<file path="config.mk">
export PLATFORM = sky130hd
export DESIGN_NAME = uafm_top
export DESIGN_NICKNAME = d
export VERILOG_FILES = /design/src/uafm_pkg.sv /design/src/uafm_top.sv
export SDC_FILE = /design/constraint.sdc
export NUM_CORES = 2
export LEC_CHECK = 0
export BUFFER_PORTS_ARGS = -buffer_cell sky130_fd_sc_hd__buf_2
export CAP_MARGIN = 15
export CORE_MARGIN = 2
export CORE_UTILIZATION = 58
export DETAILED_ROUTE_END_ITERATION = 7
export GPL_TIMING_DRIVEN = 0
export PLACE_DENSITY = 0.77
export SYNTH_ARGS = -nofsm -noshare
export SYNTH_HDL_FRONTEND = slang
export SYNTH_HIERARCHICAL = 1
export SYNTH_SLANG_ARGS = --single-unit
</file>
<file path="constraint.sdc">
create_clock -name mclk -period 5.6 [get_ports mclk]
set_input_delay 0.84 -clock mclk [delete_from_list [all_inputs] [get_ports mclk]]
set_output_delay 0.84 -clock mclk [all_outputs]
set_load 0.03 [all_outputs]
</file>
<file path="src/uafm_pkg.sv">
package uafm_pkg;

  // ----------------------------------------------------------------
  // Register offsets, byte addresses within one instance
  // ----------------------------------------------------------------
  localparam logic [4:0] OFF_DATA = 5'h00;
  localparam logic [4:0] OFF_IER = 5'h04;
  localparam logic [4:0] OFF_IIR = 5'h08;
  localparam logic [4:0] OFF_LCR = 5'h0C;
  localparam logic [4:0] OFF_MCR = 5'h10;
  localparam logic [4:0] OFF_LSR = 5'h14;
  localparam logic [4:0] OFF_MSR = 5'h18;
  localparam logic [4:0] OFF_SCR = 5'h1C;

  // ----------------------------------------------------------------
  // Field positions
  // ----------------------------------------------------------------
  localparam int LCR_PEN = 3;
  localparam int LCR_EPS = 4;
  localparam int LCR_STB = 2;
  localparam int LCR_BRK = 6;
  localparam int LCR_DLAB = 7;
  localparam int MCR_DTR = 0;
  localparam int MCR_RTS = 1;
  localparam int MCR_LOOP = 4;
  localparam int FCR_EN = 0;
  localparam int FCR_RXR = 1;
  localparam int FCR_TXR = 2;
  localparam int IER_RDA = 0;
  localparam int IER_THRE = 1;
  localparam int IER_RLS = 2;
  localparam int IER_MS = 3;

  // ----------------------------------------------------------------
  // Sizes, reset values, codes and tick counts
  // ----------------------------------------------------------------
  localparam int NUM_INST = 4;
  localparam int FIFO_DEPTH = 16;
  localparam int ERR_BITS = 3;
  localparam logic [7:0] LCR_RST = 8'h00;
  localparam logic [15:0] DIV_RST = 16'h0000;
  localparam logic [3:0] IIR_NONE = 4'h1;
  localparam logic [3:0] IIR_RLS = 4'h6;
  localparam logic [3:0] IIR_RDA = 4'h4;
  localparam logic [3:0] IIR_THRE = 4'h2;
  localparam logic [3:0] IIR_MS = 4'h0;
  localparam logic [3:0] TICK_HALF = 4'h7;
  localparam logic [3:0] TICK_LAST = 4'hF;
  localparam logic [5:0] STOP1_LAST = 6'h0F;
  localparam logic [5:0] STOP15_LAST = 6'h17;
  localparam logic [5:0] STOP2_LAST = 6'h1F;

  typedef struct packed {
    logic [4:0] off;
    logic [7:0] wdata;
    logic wr;
    logic rd;
  } uafm_req_t;

  typedef enum logic [4:0] {
    S_IDLE = 5'b00001,
    S_START = 5'b00010,
    S_DATA = 5'b00100,
    S_PAR = 5'b01000,
    S_STOP = 5'b10000
  } uafm_state_t;

endpackage

</file>
<file path="src/uafm_top.sv">
// Function
// - Character mode after reset; FIFO mode: 16-deep FIFOs, 3 error bits
// - Baud divisor 1..65535 makes a 16x tick for the transmitter
// - Same 16x tick drives the receiver
// - Five to eight data bits both ways
// - Even, odd or no parity generated and checked
// - One, one-and-a-half or two stop bits
// - Parity, overrun, framing, break status readable any time
// - A start low that does not persist is rejected
// - Break sent on request and detected on input
// - Loopback routes transmit data into the receiver internally
// - Four interrupt sources each enabled on its own
// - Ring status falling raises modem interrupt when enabled
// - Control bit 0 drives terminal ready low; reset or loop hold high
// - Control bit 1 drives request to send low; reset or loop hold high
// - Clear to send at status bit 4, change flagged, no transmit gating
// - Status bit 5 inverted set ready; bit 1 flags its change
// - Bit 7 inverted carrier; bit 3 flags change; no receive effect
// - Any change of clear to send, set ready or carrier raises interrupt when enabled
// - Serial output marks high from reset until transmission
// - Ring input of instance 0 is also a wake request
// - Four instances; only instance 0 has modem lines
// - Enable bit 3 gates modem interrupt; status still updates
// - Priority line, data, holding empty, modem; id frozen on read
//
// Chosen here: the plain strobed port and the address map.
`timescale 1ns/1ns

module uafm_channel
  import uafm_pkg::*;
#(
  parameter bit HAS_MODEM = 1'b1,
  parameter int DEPTH = FIFO_DEPTH
) (
  input wire logic mclk,
  input wire logic sys_rst,
  input wire logic ce,
  input wire uafm_req_t req,
  output logic [7:0] rdata,
  input wire logic rx_in,
  output logic tx_out_reg,
  input wire logic cts_n,
  input wire logic dsr_n,
  input wire logic ri_n,
  input wire logic dcd_n,
  output logic dtr_n_reg,
  output logic rts_n_reg,
  output logic irq_reg
);
  localparam int AW = $clog2(DEPTH);
  localparam int RW = 8 + ERR_BITS;

  // Pointer wrap and trigger levels need a power of two of at least 16
  if (DEPTH < 16 || (1 << AW) != DEPTH) begin : g_chk
    $error("uafm_channel: DEPTH must be a power of two >= 16");
  end

  function automatic logic [7:0] len_mask(input logic [1:0] wls);
    len_mask = 8'hFF >> (2'd3 - wls);
  endfunction

  // ----------------------------------------------------------------
  // Registers and access decode
  // ----------------------------------------------------------------
  logic [7:0] lcr_reg, scr_reg;
  logic [3:0] ier_reg;
  logic [2:0] mcr_reg;
  logic [15:0] div_reg, bcnt_reg;
  logic fen_reg;
  logic [1:0] trig_reg;
  logic [3:0] iid_reg;

  wire dlab = lcr_reg[LCR_DLAB];
  wire loop = mcr_reg[2];
  wire at_data = req.off == OFF_DATA;
  wire at_ier = req.off == OFF_IER;
  wire at_iir = req.off == OFF_IIR;
  wire wr_thr = req.wr && at_data && !dlab;
  wire rd_rbr = req.rd && at_data && !dlab;
  wire wr_dll = req.wr && at_data && dlab;
  wire wr_dlm = req.wr && at_ier && dlab;
  wire wr_ier = req.wr && at_ier && !dlab;
  wire wr_fcr = req.wr && at_iir;
  wire rd_iir = req.rd && at_iir;
  wire rd_lsr = req.rd && req.off == OFF_LSR;
  wire rd_msr = req.rd && req.off == OFF_MSR;
  wire [7:0] wd = req.wdata;
  wire fifo_mode_chg = wr_fcr && (wd[FCR_EN] != fen_reg);
  wire tx_clr = wr_fcr && (wd[FCR_TXR] || fifo_mode_chg);
  wire rx_clr = wr_fcr && (wd[FCR_RXR] || fifo_mode_chg);
  wire [AW:0] cap = fen_reg ? (AW+1)'(DEPTH) : (AW+1)'(1);
  wire [7:0] wmask = len_mask(lcr_reg[1:0]);
  wire [2:0] last_bit = {1'b1, lcr_reg[1:0]};
  wire pen = lcr_reg[LCR_PEN];
  wire eps = lcr_reg[LCR_EPS];

  // Control registers; data and mode bits written by software
  always_ff @(posedge mclk) begin
    if (sys_rst) begin
      lcr_reg <= LCR_RST;
      ier_reg <= '0;
      mcr_reg <= '0;
      scr_reg <= '0;
      div_reg <= DIV_RST;
      fen_reg <= 1'b0;
      trig_reg <= '0;
    end else if (ce) begin
      if (req.wr && req.off == OFF_LCR) lcr_reg <= wd;
      if (wr_ier) ier_reg <= wd[3:0];
      if (req.wr && req.off == OFF_MCR)
        mcr_reg <= {wd[MCR_LOOP], wd[MCR_RTS], wd[MCR_DTR]};
      if (req.wr && req.off == OFF_SCR) scr_reg <= wd;
      if (wr_dll) div_reg[7:0] <= wd;
      if (wr_dlm) div_reg[15:8] <= wd;
      // Mode select, character mode at reset
      if (wr_fcr) fen_reg <= wd[FCR_EN];
      if (wr_fcr) trig_reg <= wd[7:6];
    end
  end

  // ----------------------------------------------------------------
  // Baud generator
  // ----------------------------------------------------------------
  // Divisor zero stalls the tick rather than dividing by 65536
  wire tick = (div_reg != 16'h0000) && (bcnt_reg == div_reg - 16'h0001);

  always_ff @(posedge mclk) begin
    if (sys_rst) bcnt_reg <= '0;
    else if (ce) bcnt_reg <= (tick || wr_dll || wr_dlm) ? '0 :
                             bcnt_reg + 16'h0001;
  end

  // ----------------------------------------------------------------
  // Transmit FIFO and serialiser
  // ----------------------------------------------------------------
  logic [7:0] txm [DEPTH];
  logic [AW-1:0] twp_reg, trp_reg;
  logic [AW:0] tcnt_reg;
  uafm_state_t tst_reg;
  logic [5:0] ttk_reg;
  logic [2:0] tbit_reg;
  logic [7:0] tsh_reg;
  logic tpar_reg, tline_reg, thre_reg;

  // Character mode holds one byte, FIFO mode holds DEPTH
  wire tx_push = wr_thr && tcnt_reg < cap;
  wire tx_load = tick && tst_reg == S_IDLE && tcnt_reg != '0;
  wire [5:0] ttk_inc = ttk_reg + 6'h01;
  // 1.5 stops only with five bits, otherwise 2
  wire [5:0] stop_last = !lcr_reg[LCR_STB] ? STOP1_LAST :
                         (lcr_reg[1:0] == 2'b00) ? STOP15_LAST : STOP2_LAST;
  wire tbit_end = ttk_reg[3:0] == TICK_LAST;
  wire [AW:0] tcnt_next = tx_clr ? '0 :
    tcnt_reg + (AW+1)'(tx_push) - (AW+1)'(tx_load);
  // Break forces the line to space
  wire tx_bit = tline_reg && !lcr_reg[LCR_BRK];

  // Holding store and its pointers
  always_ff @(posedge mclk) begin
    if (ce && tx_push) txm[twp_reg] <= wr_thr ? wd : 8'h00;
  end

  always_ff @(posedge mclk) begin
    if (sys_rst || (ce && tx_clr)) begin
      twp_reg <= '0;
      trp_reg <= '0;
    end else if (ce) begin
      if (tx_push) twp_reg <= twp_reg + AW'(1);
      if (tx_load) trp_reg <= trp_reg + AW'(1);
    end
  end

  always_ff @(posedge mclk) begin
    if (sys_rst) tcnt_reg <= '0;
    else if (ce) tcnt_reg <= tcnt_next;
  end

  // Shift sequencer runs on the 16x tick
  always_ff @(posedge mclk) begin
    if (sys_rst) begin
      tst_reg <= S_IDLE;
      ttk_reg <= '0;
      tbit_reg <= '0;
      tsh_reg <= '0;
      tpar_reg <= 1'b0;
      tline_reg <= 1'b1;
    end else if (ce && tick) begin
      ttk_reg <= ttk_inc;
      unique case (tst_reg)
        S_IDLE: begin
          tline_reg <= 1'b1;
          if (tcnt_reg != '0) begin
            // Unused high bits are masked off
            tsh_reg <= txm[trp_reg] & wmask;
            tpar_reg <= ^(txm[trp_reg] & wmask) ^ !eps;
            tline_reg <= 1'b0;
            ttk_reg <= '0;
            tst_reg <= S_START;
          end
        end
        S_START: if (tbit_end) begin
          ttk_reg <= '0;
          tbit_reg <= '0;
          tline_reg <= tsh_reg[0];
          tst_reg <= S_DATA;
        end
        S_DATA: if (tbit_end) begin
          ttk_reg <= '0;
          tsh_reg <= tsh_reg >> 1;
          tbit_reg <= tbit_reg + 3'd1;
          tline_reg <= tsh_reg[1];
          if (tbit_reg == last_bit) begin
            tline_reg <= pen ? tpar_reg : 1'b1;
            tst_reg <= pen ? S_PAR : S_STOP;
          end
        end
        S_PAR: if (tbit_end) begin
          ttk_reg <= '0;
          tline_reg <= 1'b1;
          tst_reg <= S_STOP;
        end
        S_STOP: if (ttk_reg == stop_last) tst_reg <= S_IDLE;
      endcase
    end
  end

  // ----------------------------------------------------------------
  // Receive deserialiser and FIFO
  // ----------------------------------------------------------------
  logic [RW-1:0] rxm [DEPTH];
  logic [AW-1:0] rwp_reg, rrp_reg;
  logic [AW:0] rcnt_reg;
  uafm_state_t rst_reg;
  logic [3:0] rtk_reg;
  logic [2:0] rbit_reg;
  logic [7:0] rsh_reg;
  logic rpar_reg, oe_reg;
  logic [ERR_BITS-1:0] err_reg;

  // Loopback feeds the transmit bit straight back in
  wire rx_line = loop ? tx_bit : rx_in;
  wire [7:0] rx_data = rsh_reg >> (2'd3 - lcr_reg[1:0]);
  wire rx_done = tick && rst_reg == S_STOP && rtk_reg == TICK_LAST;
  // Parity check against the selected sense
  wire rx_pe = pen && (rpar_reg != (^rx_data ^ !eps));
  // Framing error when the first stop bit is space
  wire rx_fe = !rx_line;
  // All-space character including parity and stop
  wire rx_bi = rx_data == 8'h00 && !rx_line && !(pen && rpar_reg);
  wire rx_push = rx_done && rcnt_reg < cap;
  wire rx_ovr = rx_done && rcnt_reg >= cap;
  wire rx_pop = rd_rbr && rcnt_reg != '0;
  wire [ERR_BITS-1:0] rx_err = {rx_bi, rx_fe, rx_pe};
  wire [RW-1:0] rx_head = rxm[rrp_reg];

  // Each stored byte keeps its three error bits
  always_ff @(posedge mclk) begin
    if (ce && rx_push) rxm[rwp_reg] <= {rx_err, rx_data};
  end

  always_ff @(posedge mclk) begin
    if (sys_rst || (ce && rx_clr)) begin
      rwp_reg <= '0;
      rrp_reg <= '0;
      rcnt_reg <= '0;
    end else if (ce) begin
      if (rx_push) rwp_reg <= rwp_reg + AW'(1);
      if (rx_pop) rrp_reg <= rrp_reg + AW'(1);
      rcnt_reg <= rcnt_reg + (AW+1)'(rx_push) - (AW+1)'(rx_pop);
    end
  end

  // Receiver shares the transmitter's 16x tick
  always_ff @(posedge mclk) begin
    if (sys_rst) begin
      rst_reg <= S_IDLE;
      rtk_reg <= '0;
      rbit_reg <= '0;
      rsh_reg <= '0;
      rpar_reg <= 1'b0;
    end else if (ce && tick) begin
      rtk_reg <= rtk_reg + 4'h1;
      unique case (rst_reg)
        S_IDLE: begin
          rtk_reg <= '0;
          if (!rx_line) rst_reg <= S_START;
        end
        // Confirm start at its midpoint, then count full bits
        S_START: if (rtk_reg == TICK_HALF) begin
          rtk_reg <= '0;
          rbit_reg <= '0;
          // A glitch that is gone by mid-bit is dropped
          rst_reg <= rx_line ? S_IDLE : S_DATA;
        end
        S_DATA: if (rtk_reg == TICK_LAST) begin
          rsh_reg <= {rx_line, rsh_reg[7:1]};
          rbit_reg <= rbit_reg + 3'd1;
          // Bit count follows the selected length
          if (rbit_reg == last_bit) rst_reg <= pen ? S_PAR : S_STOP;
        end
        S_PAR: if (rtk_reg == TICK_LAST) begin
          rpar_reg <= rx_line;
          rst_reg <= S_STOP;
        end
        S_STOP: if (rtk_reg == TICK_LAST) rst_reg <= S_IDLE;
      endcase
    end
  end

  // Sticky line errors, cleared by a status read; set wins
  always_ff @(posedge mclk) begin
    if (sys_rst) begin
      oe_reg <= 1'b0;
      err_reg <= '0;
    end else if (ce) begin
      oe_reg <= (oe_reg && !rd_lsr) || rx_ovr;
      err_reg <= (rd_lsr ? '0 : err_reg) | (rx_push ? rx_err : '0);
    end
  end

  // ----------------------------------------------------------------
  // Modem lines
  // ----------------------------------------------------------------
  logic [3:0] mst_prev_reg, delta_reg;

  // Status order is carrier, ring, set ready, clear to send
  // Instances without modem lines read inactive
  // Clear to send is status only, never a transmit gate
  // Carrier is status only, never a receive gate
  wire [3:0] mst_pin = HAS_MODEM ? {!dcd_n, !ri_n, !dsr_n, !cts_n} : 4'h0;
  wire [3:0] mst = loop ? {2'b00, mcr_reg[0], mcr_reg[1]} : mst_pin;
  wire [3:0] mchg = mst ^ mst_prev_reg;
  // Ring input low to high means status bit falling
  wire [3:0] mev = {mchg[3], mst_prev_reg[2] && !mst[2], mchg[1], mchg[0]};

  // Status read clears all change flags; a new event wins
  always_ff @(posedge mclk) begin
    if (sys_rst) begin
      mst_prev_reg <= '0;
      delta_reg <= '0;
    end else if (ce) begin
      mst_prev_reg <= mst;
      delta_reg <= (rd_msr ? 4'h0 : delta_reg) | mev;
    end
  end

  // Terminal ready; reset and loop keep it high
  // Request to send; reset and loop keep it high
  // Output marks from reset; loop also marks it
  always_ff @(posedge mclk) begin
    if (sys_rst) begin
      dtr_n_reg <= 1'b1;
      rts_n_reg <= 1'b1;
      tx_out_reg <= 1'b1;
    end else if (ce) begin
      dtr_n_reg <= !(mcr_reg[0] && !loop);
      rts_n_reg <= !(mcr_reg[1] && !loop);
      tx_out_reg <= loop || tx_bit;
    end
  end

  // ----------------------------------------------------------------
  // Interrupt priority
  // ----------------------------------------------------------------
  // THRE source is armed when the holding side drains empty
  wire thre_set = (tcnt_next == '0 && tcnt_reg != '0) ||
    (wr_ier && wd[IER_THRE] && !ier_reg[IER_THRE] && tcnt_reg == '0);
  wire thre_clr = wr_thr || (rd_iir && iid_reg == IIR_THRE);
  wire [1:0] tsel = trig_reg;
  wire [AW:0] trig_lvl = (tsel == 2'd0) ? (AW+1)'(1) :
                         (tsel == 2'd1) ? (AW+1)'(4) :
                         (tsel == 2'd2) ? (AW+1)'(8) : (AW+1)'(14);
  // Each source gated by its own enable
  wire src_rls = ier_reg[IER_RLS] && (oe_reg || err_reg != '0);
  wire src_rda = ier_reg[IER_RDA] && rcnt_reg != '0 &&
                 (!fen_reg || rcnt_reg >= trig_lvl);
  wire src_thre = ier_reg[IER_THRE] && thre_reg;
  // Ring trailing edge feeds the modem source
  // Any change of the other three lines feeds the modem source
  // Masked by enable bit 3 while flags still update
  wire src_ms = ier_reg[IER_MS] && delta_reg != 4'h0;
  wire [3:0] iid_next = src_rls ? IIR_RLS : src_rda ? IIR_RDA :
                        src_thre ? IIR_THRE : src_ms ? IIR_MS : IIR_NONE;

  always_ff @(posedge mclk) begin
    if (sys_rst) begin
      thre_reg <= 1'b0;
      iid_reg <= IIR_NONE;
      irq_reg <= 1'b0;
    end else if (ce) begin
      thre_reg <= (thre_reg && !thre_clr) || thre_set;
      // Identification held while the CPU reads it
      if (!rd_iir) iid_reg <= iid_next;
      irq_reg <= iid_next != IIR_NONE;
    end
  end

  // ----------------------------------------------------------------
  // Read data, selected by offset
  // ----------------------------------------------------------------
  wire [7:0] lsr = {fen_reg && err_reg != '0, tcnt_reg == '0 &&
    tst_reg == S_IDLE, tcnt_reg == '0, err_reg, oe_reg, rcnt_reg != '0};
  wire [7:0] mcr_rd = {3'b000, mcr_reg[2], 2'b00, mcr_reg[1:0]};

  // Line status readable at any time
  // Modem status is levels over change flags
  always_comb begin
    unique case (req.off)
      OFF_DATA: rdata = dlab ? div_reg[7:0] : rx_head[7:0];
      OFF_IER: rdata = dlab ? div_reg[15:8] : {4'h0, ier_reg};
      OFF_IIR: rdata = {fen_reg, fen_reg, 2'b00, iid_reg};
      OFF_LCR: rdata = lcr_reg;
      OFF_MCR: rdata = mcr_rd;
      OFF_LSR: rdata = lsr;
      OFF_MSR: rdata = {mst, delta_reg};
      OFF_SCR: rdata = scr_reg;
      default: rdata = 8'h00;
    endcase
  end
endmodule

module uafm_top
  import uafm_pkg::*;
(
  input wire logic mclk,
  input wire logic sys_rst,
  input wire logic ce,
  input wire logic [6:0] reg_addr,
  input wire logic [7:0] reg_wdata,
  input wire logic reg_wr,
  input wire logic reg_rd,
  output logic [7:0] reg_rdata,
  input wire logic [NUM_INST-1:0] serial_rx_in,
  output logic [NUM_INST-1:0] serial_tx_out,
  input wire logic clear_to_send_in_n,
  input wire logic set_ready_in_n,
  input wire logic ring_indicate_in_n,
  input wire logic carrier_detect_in_n,
  output logic terminal_ready_out_n,
  output logic request_to_send_out_n,
  output logic [NUM_INST-1:0] uart_irq,
  output logic wake_request
);
  logic [7:0] rd_all [NUM_INST];
  wire [1:0] inst = reg_addr[6:5];

  // Four instances, modem lines on instance 0 only
  for (genvar i = 0; i < NUM_INST; i++) begin : g_ch
    uafm_req_t req;
    assign req.off = reg_addr[4:0];
    assign req.wdata = reg_wdata;
    assign req.wr = reg_wr && inst == 2'(i);
    assign req.rd = reg_rd && inst == 2'(i);
    if (i == 0) begin : g_modem
      uafm_channel #(.HAS_MODEM(1'b1), .DEPTH(FIFO_DEPTH)) u_ch (
        .mclk(mclk), .sys_rst(sys_rst), .ce(ce), .req(req),
        .rdata(rd_all[i]), .rx_in(serial_rx_in[i]),
        .tx_out_reg(serial_tx_out[i]),
        .cts_n(clear_to_send_in_n), .dsr_n(set_ready_in_n),
        .ri_n(ring_indicate_in_n), .dcd_n(carrier_detect_in_n),
        .dtr_n_reg(terminal_ready_out_n),
        .rts_n_reg(request_to_send_out_n), .irq_reg(uart_irq[i]));
    end else begin : g_plain
      uafm_channel #(.HAS_MODEM(1'b0), .DEPTH(FIFO_DEPTH)) u_ch (
        .mclk(mclk), .sys_rst(sys_rst), .ce(ce), .req(req),
        .rdata(rd_all[i]), .rx_in(serial_rx_in[i]),
        .tx_out_reg(serial_tx_out[i]),
        .cts_n(1'b1), .dsr_n(1'b1), .ri_n(1'b1), .dcd_n(1'b1),
        .dtr_n_reg(), .rts_n_reg(), .irq_reg(uart_irq[i]));
    end
  end

  // Read data stands only in the cycle after the strobe
  // Ring of instance 0 doubles as a wake request
  always_ff @(posedge mclk) begin
    if (sys_rst) begin
      reg_rdata <= 8'h00;
      wake_request <= 1'b0;
    end else if (ce) begin
      reg_rdata <= reg_rd ? rd_all[inst] : 8'h00;
      wake_request <= !ring_indicate_in_n;
    end
  end
endmodule

</file>
-- Word-level counts from Yosys, hierarchy flattened
Memory sizes are Yosys's and may differ from the RTL's. A register that Yosys moved wholly into a read port is not among the register bits.
Cells that the tools add are included.
- add/subtract/negate cells: 60
- $lt $le $gt $ge: 17
- equal/unequal tests: 150
- shifts and indexed selects: 8
- mux-type cells: 268
- bitwise operators: 29
- reductions and logical operators: 471
- operators by type and width (kind ; number):
    $mux 5 ; 68
    $pmux 8 s8 ; 4
    $logic_and 1x1->1 ; 218
    $pmux 5 s5 ; 8
    $mux 8 ; 23
    $mux 4 ; 41
    $mux 3 ; 32
    $reduce_and 2->1 ; 48
    $add 4x1->4 const B ; 20
    $ne 2x1->1 const B ; 40
    $mux 6 ; 12
    $add 16x1->16 const B ; 4
    $eq 16x16->1 ; 4
    $mux 16 ; 4
    $pmux 8 s2 ; 4
    $reduce_bool 16->1 ; 4
    $reduce_xor 8->1 ; 8
    $sub 16x1->16 const B ; 4
    $eq 5x5->1 const B ; 12
    $reduce_and 7->1 ; 8
    $logic_or 1x1->1 ; 52
    $eq 5x4->1 const B ; 10
    $mux 1 ; 48
    $pmux 3 s2 ; 8
    48 further kinds ; 319
- bits in registers: 603
- bits in writable memories: 1216
- bits of input ports: 28
- memories kept: 8
- memories (name ; depth ; width ; read ports ; clocked after memory_dff ; write ports ; line ; source):
    g_ch[0].g_modem.u_ch.rxm ; 16 ; 11 ; 1 ; 1 ; 1 ; uafm_top.sv:230 ; logic [RW-1:0] rxm [DEPTH];
    g_ch[1].g_plain.u_ch.rxm ; 16 ; 11 ; 1 ; 1 ; 1 ; uafm_top.sv:230 ;
    g_ch[2].g_plain.u_ch.rxm ; 16 ; 11 ; 1 ; 1 ; 1 ; uafm_top.sv:230 ;
    g_ch[3].g_plain.u_ch.rxm ; 16 ; 11 ; 1 ; 1 ; 1 ; uafm_top.sv:230 ;
    g_ch[0].g_modem.u_ch.txm ; 16 ; 8 ; 1 ; 1 ; 1 ; uafm_top.sv:136 ; logic [7:0] txm [DEPTH];
    g_ch[1].g_plain.u_ch.txm ; 16 ; 8 ; 1 ; 1 ; 1 ; uafm_top.sv:136 ;
    2 more memories ; - ; - ; - ; - ; - ; - ;

-- Depth between registers and ports, before layout
- word-level depth: 12
- depth in mapped cells: 24
- gate-level depth less buffers: 22

-- Modules after synthesis
The synthesis kept the hierarchy.
- modules (own cells, without submodules) (module ; instances ; cells each ; area each (µm²)):
    uafm_channel at g_ch[0].g_modem.u_ch ; 1 ; 1504 ; 18915.6
    uafm_channel at g_ch[1].g_plain.u_ch ; 1 ; 1487 ; 18755.5
    uafm_channel at g_ch[3].g_plain.u_ch ; 1 ; 1505 ; 18744.2
    uafm_channel at g_ch[2].g_plain.u_ch ; 1 ; 1493 ; 18726.7
    uafm_top ; 1 ; 54 ; 638.1

-- Least setup slack after synthesis
Ideal clock, no wire load.
- path kind: flip-flop to flip-flop
- start: register g_ch[1].g_plain.u_ch.div_reg[0]
- end: register g_ch[1].g_plain.u_ch.thre_reg
- library setup time: 0.070 ns
- data arrival time: 5.295 ns
- required time: 5.530 ns
- path slack: 0.235 ns
- stages on the path, launching flop included: 24
- buffers on the path: 3
- period minus slack after synthesis: 5.365 ns
- cell sequence: dfxtp_1 -> clkbuf_1 -> inv_1 -> ha_1 -> clkbuf_1 -> nand2b_1 -> or4_4 -> or4_4 -> a221o_1 -> or4_1 -> buf_2 -> or3b_2 -> nor2_1 -> ha_1 -> inv_1 -> ha_1 -> fa_1 -> a21oi_1 -> o21bai_1 -> xnor2_1 -> xnor2_1 -> a31oi_1 -> or3_1 -> a21oi_1
- longest elaborated chain between the ends: 11
- elaborated cells between the ends (all ways): 12
- RTL lines (what ; line ; source):
    from (decl) ; uafm_top.sv:68 ; logic [15:0] div_reg, bcnt_reg;
    from (signal assigned) ; uafm_top.sv:113 ; if (wr_dll) div_reg[7:0] <= wd;
    $sub 16x1->16 ; uafm_top.sv:125 ; wire tick = (div_reg != 16'h0000) && (bcnt_reg == div_reg - 16'h0001);
    $eq 16x16->1 ; uafm_top.sv:125 ;
    $logic_and 1x1->1 * ; uafm_top.sv:125 ;
    $logic_and 1x1->1 * (2 in series) ; uafm_top.sv:147 ; wire tx_load = tick && tst_reg == S_IDLE && tcnt_reg != '0;
    $sub 5x1->5 * ; uafm_top.sv:154 ; tcnt_reg + (AW+1)'(tx_push) - (AW+1)'(tx_load);
    $mux 5 * ; uafm_top.sv:153 ; wire [AW:0] tcnt_next = tx_clr ? '0 :
    $logic_not 5->1 * ; uafm_top.sv:366 ; wire thre_set = (tcnt_next == '0 && tcnt_reg != '0) ||
    $logic_and 1x1->1 * ; uafm_top.sv:366 ;
    $logic_or 1x1->1 * ; uafm_top.sv:366 ;
    $logic_or 1x1->1 * ; uafm_top.sv:391 ; thre_reg <= (thre_reg && !thre_clr) || thre_set;
    to (signal assigned) ; uafm_top.sv:391 ;
    to (decl) ; uafm_top.sv:143 ; logic tpar_reg, tline_reg, thre_reg;
Every way passes the cells marked *; elsewhere a longest branch is shown, timed or not.
A chain may end at the register's enable or synchronous reset.

-- Worst setup path after layout
- start: register g_ch[1].g_plain.u_ch.div_reg[2]
- end: register g_ch[1].g_plain.u_ch.thre_reg
The elaborated chain is that of the path after synthesis.

==> metrics.md <==
| Metric | Value |
|---|---|
| Final setup fails | `0` |
| Met2 Wirelength | `approximately 92000 µm` |
| Worst VDD drop | `0.000327 V` |
| Cell area power density | `around 290 nW/µm²` |
| Syn nets | `6231` |
| CTS buffer count | `~170` |
| DR vias/cell | `6.33` |
| Finished layout cell area | `roughly 84000 µm²` |
| FP Rows | `132` |
| P_int | `19.5 mW` |
| Area added between synthesis and finish | `11.0%` |
| Commonest non-fill, non-tap cell in the layout | `edfxtp_1` |
| Kind of end point of the critical path | `flip-flop` |
| # Max-Cap Violations | `0` |
| Placed Area | `78100 µm²` |
| Clk pwr share | `0.462` |
| GRT Util Overall | `0.296` |
| GPL Wtd Cong | `0.949` |
| WP data arrival | `6.22 ns` |
| Die height | `between 300 and 400 µm` |
| Sw frac | `0.211` |
| Synth Warn # | `6` |
| Static Leak | `29.6 nW` |
| WL per Instance | `24.2 µm` |
| Fmax | `182 MHz` |
| Vias post-DR | `approximately 52000` |
| WS Path Type | `flip-flop to flip-flop` |
| Remaining Overflow, GRT | `0` |
| DRT met1 WL | `79900 µm` |
| Final nets | `approximately 6500` |
| Overall power | `24.7 mW` |
| Largest net degree at the start of global routing | `31` |
| CP Launch Type | `flip-flop` |
| Final Non-Filler Cells | `8145` |
| Least-Margin Pin Slew | `1.31 ns` |
| Drt first pass iters | `8` |
| Die ar. | `133000 µm²` |
| Largest regs | `g_ch.g_plain.u_ch/rxm (384), g_ch.g_plain.u_ch/txm (384)` |
| Inst Count DP | `7821` |
| Worst Skew | `approximately 0.037 ns` |
| Wirelength, routed | `between 150000 and 200000 µm` |
| H-tree levels | `4` |
| Starting density of the core | `0.584` |
| Comb pwr share | `0.021` |
| Hold path depth | `2` |
| Outcome | `finished clean` |
| Period utilization | `0.982` |
| Switch Pwr | `around 5.2 mW` |
| Worst R2R Path Depth | `19` |
| Synth Area per Inst | `12.6 µm²` |
| RSZ-0062 raised after global routing | `true` |
| Post-route ant nets | `0` |
| WHS | `between 0.2 and 0.3 ns` |
| Fin util | `0.648` |
| Hold WC Path Type | `primary input to flip-flop` |
| Core Footprint | `129000 µm²` |
| Clk root buf | `clkbuf_16` |
| CP required | `between 6 and 7 ns` |
| First-pass GRT wire length | `~300000 µm` |
| Sequential power share | `0.517` |
| Clk_lat worst skew | `about 0.8 ns` |
| Setup WS post-layout | `0.0990 ns` |
| Clk sinks | `between 1500 and 2000` |
| I/O pin cnt | `between 40 and 50` |
| Post-DP HPWL | `134000 µm` |
| CP max FO | `10` |
| Worst-path clk slew | `0.06 ns` |
| Metal3 WL | `18900 µm` |
| Residual DRC | `0` |
| Proportion of layout cells with a drive suffix above 1 | `0.122` |
| Relative slew margins | `0.123` |
| Fin crit period | `5.50 ns` |
| Most frequent cells in the layout | `edfxtp_1 (1024), nor2_1 (632), dfxtp_1 (616)` |
| Fin. Hold Viols | `0` |
| CTS tree | `yes` |
| Max clock buf depth | `3` |
| Port buffer count | `a little over 40` |
| DRT iter0 DRCs | `between 6000 and 7000` |
| Die Width | `365 µm` |
| Vias in the first global route | `50430` |
| Synth Instances | `6015` |
| Fin Setup TNS | `0 ns` |
| DP Worst Slack | `-0.517 ns` |
| Post-Synthesis Cell Area | `75600 µm²` |
| Initial antenna violation count | `15` |
| Max-slew violations | `0` |
| Highest Signal Layer | `met5` |
[worst max-delay path, stage by stage, from the launching register on]
cell and delay (ns):
dfxtp_1 0.31, clkbuf_1 0.21, or4_1 0.66, nor4_1 0.67, mux2i_1 0.18, nor3b_1 0.49
nor2_1 0.35, or3b_4 0.49, nor2_2 0.13, ha_1 0.15, inv_1 0.04, ha_1 0.20
fa_2 0.36, a21oi_1 0.15, o21bai_1 0.11, xnor2_2 0.23, xnor2_1 0.15, a31oi_1 0.10
or3_1 0.31, a21oi_1 0.14
[power groups by stage]
| stage | Clock, mW | Sequential, mW | Combinational [mW] |
|---|---|---|---|
| 2_1_floorplan | 0 | 13.0 | 0.282 |
| 3_3_place_gp | 0 | 13.0 | 0.490 |
| 3_5_place_dp | 0 | 13.0 | 0.497 |
| 4_1_cts | 11.5 | 12.8 | 0.500 |
| 5_1_grt | 12.0 | 12.8 | 0.549 |
| 6_report | 11.4 | 12.8 | 0.517 |
[final timing paths]
path / start / to / slack (ns)
hold / removal: ring_indicate_in_n / wake_request / 0.26
setup reg to reg: g_ch[1].g_plain.u_ch/div_reg[2] / g_ch[1].g_plain.u_ch/thre_reg / 0.1
setup / recovery: g_ch[1].g_plain.u_ch/div_reg[2] / g_ch[1].g_plain.u_ch/thre_reg / 0.1
hold reg to reg: g_ch[0].g_modem.u_ch/tsh_reg[7] / g_ch[0].g_modem.u_ch/tsh_reg[7] / 0.46
[layout make-up]
type | instances | area (µm²)
Fill cell | 9472 | 45600
Sequential cell | 1643 | 43200
Multi-Input combinational cell | 3852 | 30500
Clock buffer | 220 | 4630
Tap cell | 1742 | 2180
Buffer | 328 | 1320
Clock inverter | 91 | 1020
Inverter | 189 | 709
Timing Repair Buffer | 71 | 389
Antenna cell | 9 | 22.5
[what timing repair did]
item / 4_1_cts / 5_1_grt
gates resized for setup: 14 / 6
hold buffers: 0 / 0
gates cloned: 0 / 0
setup endpoints to repair: 4 / 5
pin swaps: 1 / 6
setup buffers: 1 / 1
[layer usage]
metal,global-route usage,up-vias
li1,-,22988
met1,0.411,25634
met2,0.468,2479
met3,0.0580,465
met4,0.105,14
met5,0,-
No activity file was read; power rests on OpenSTA's default activity.
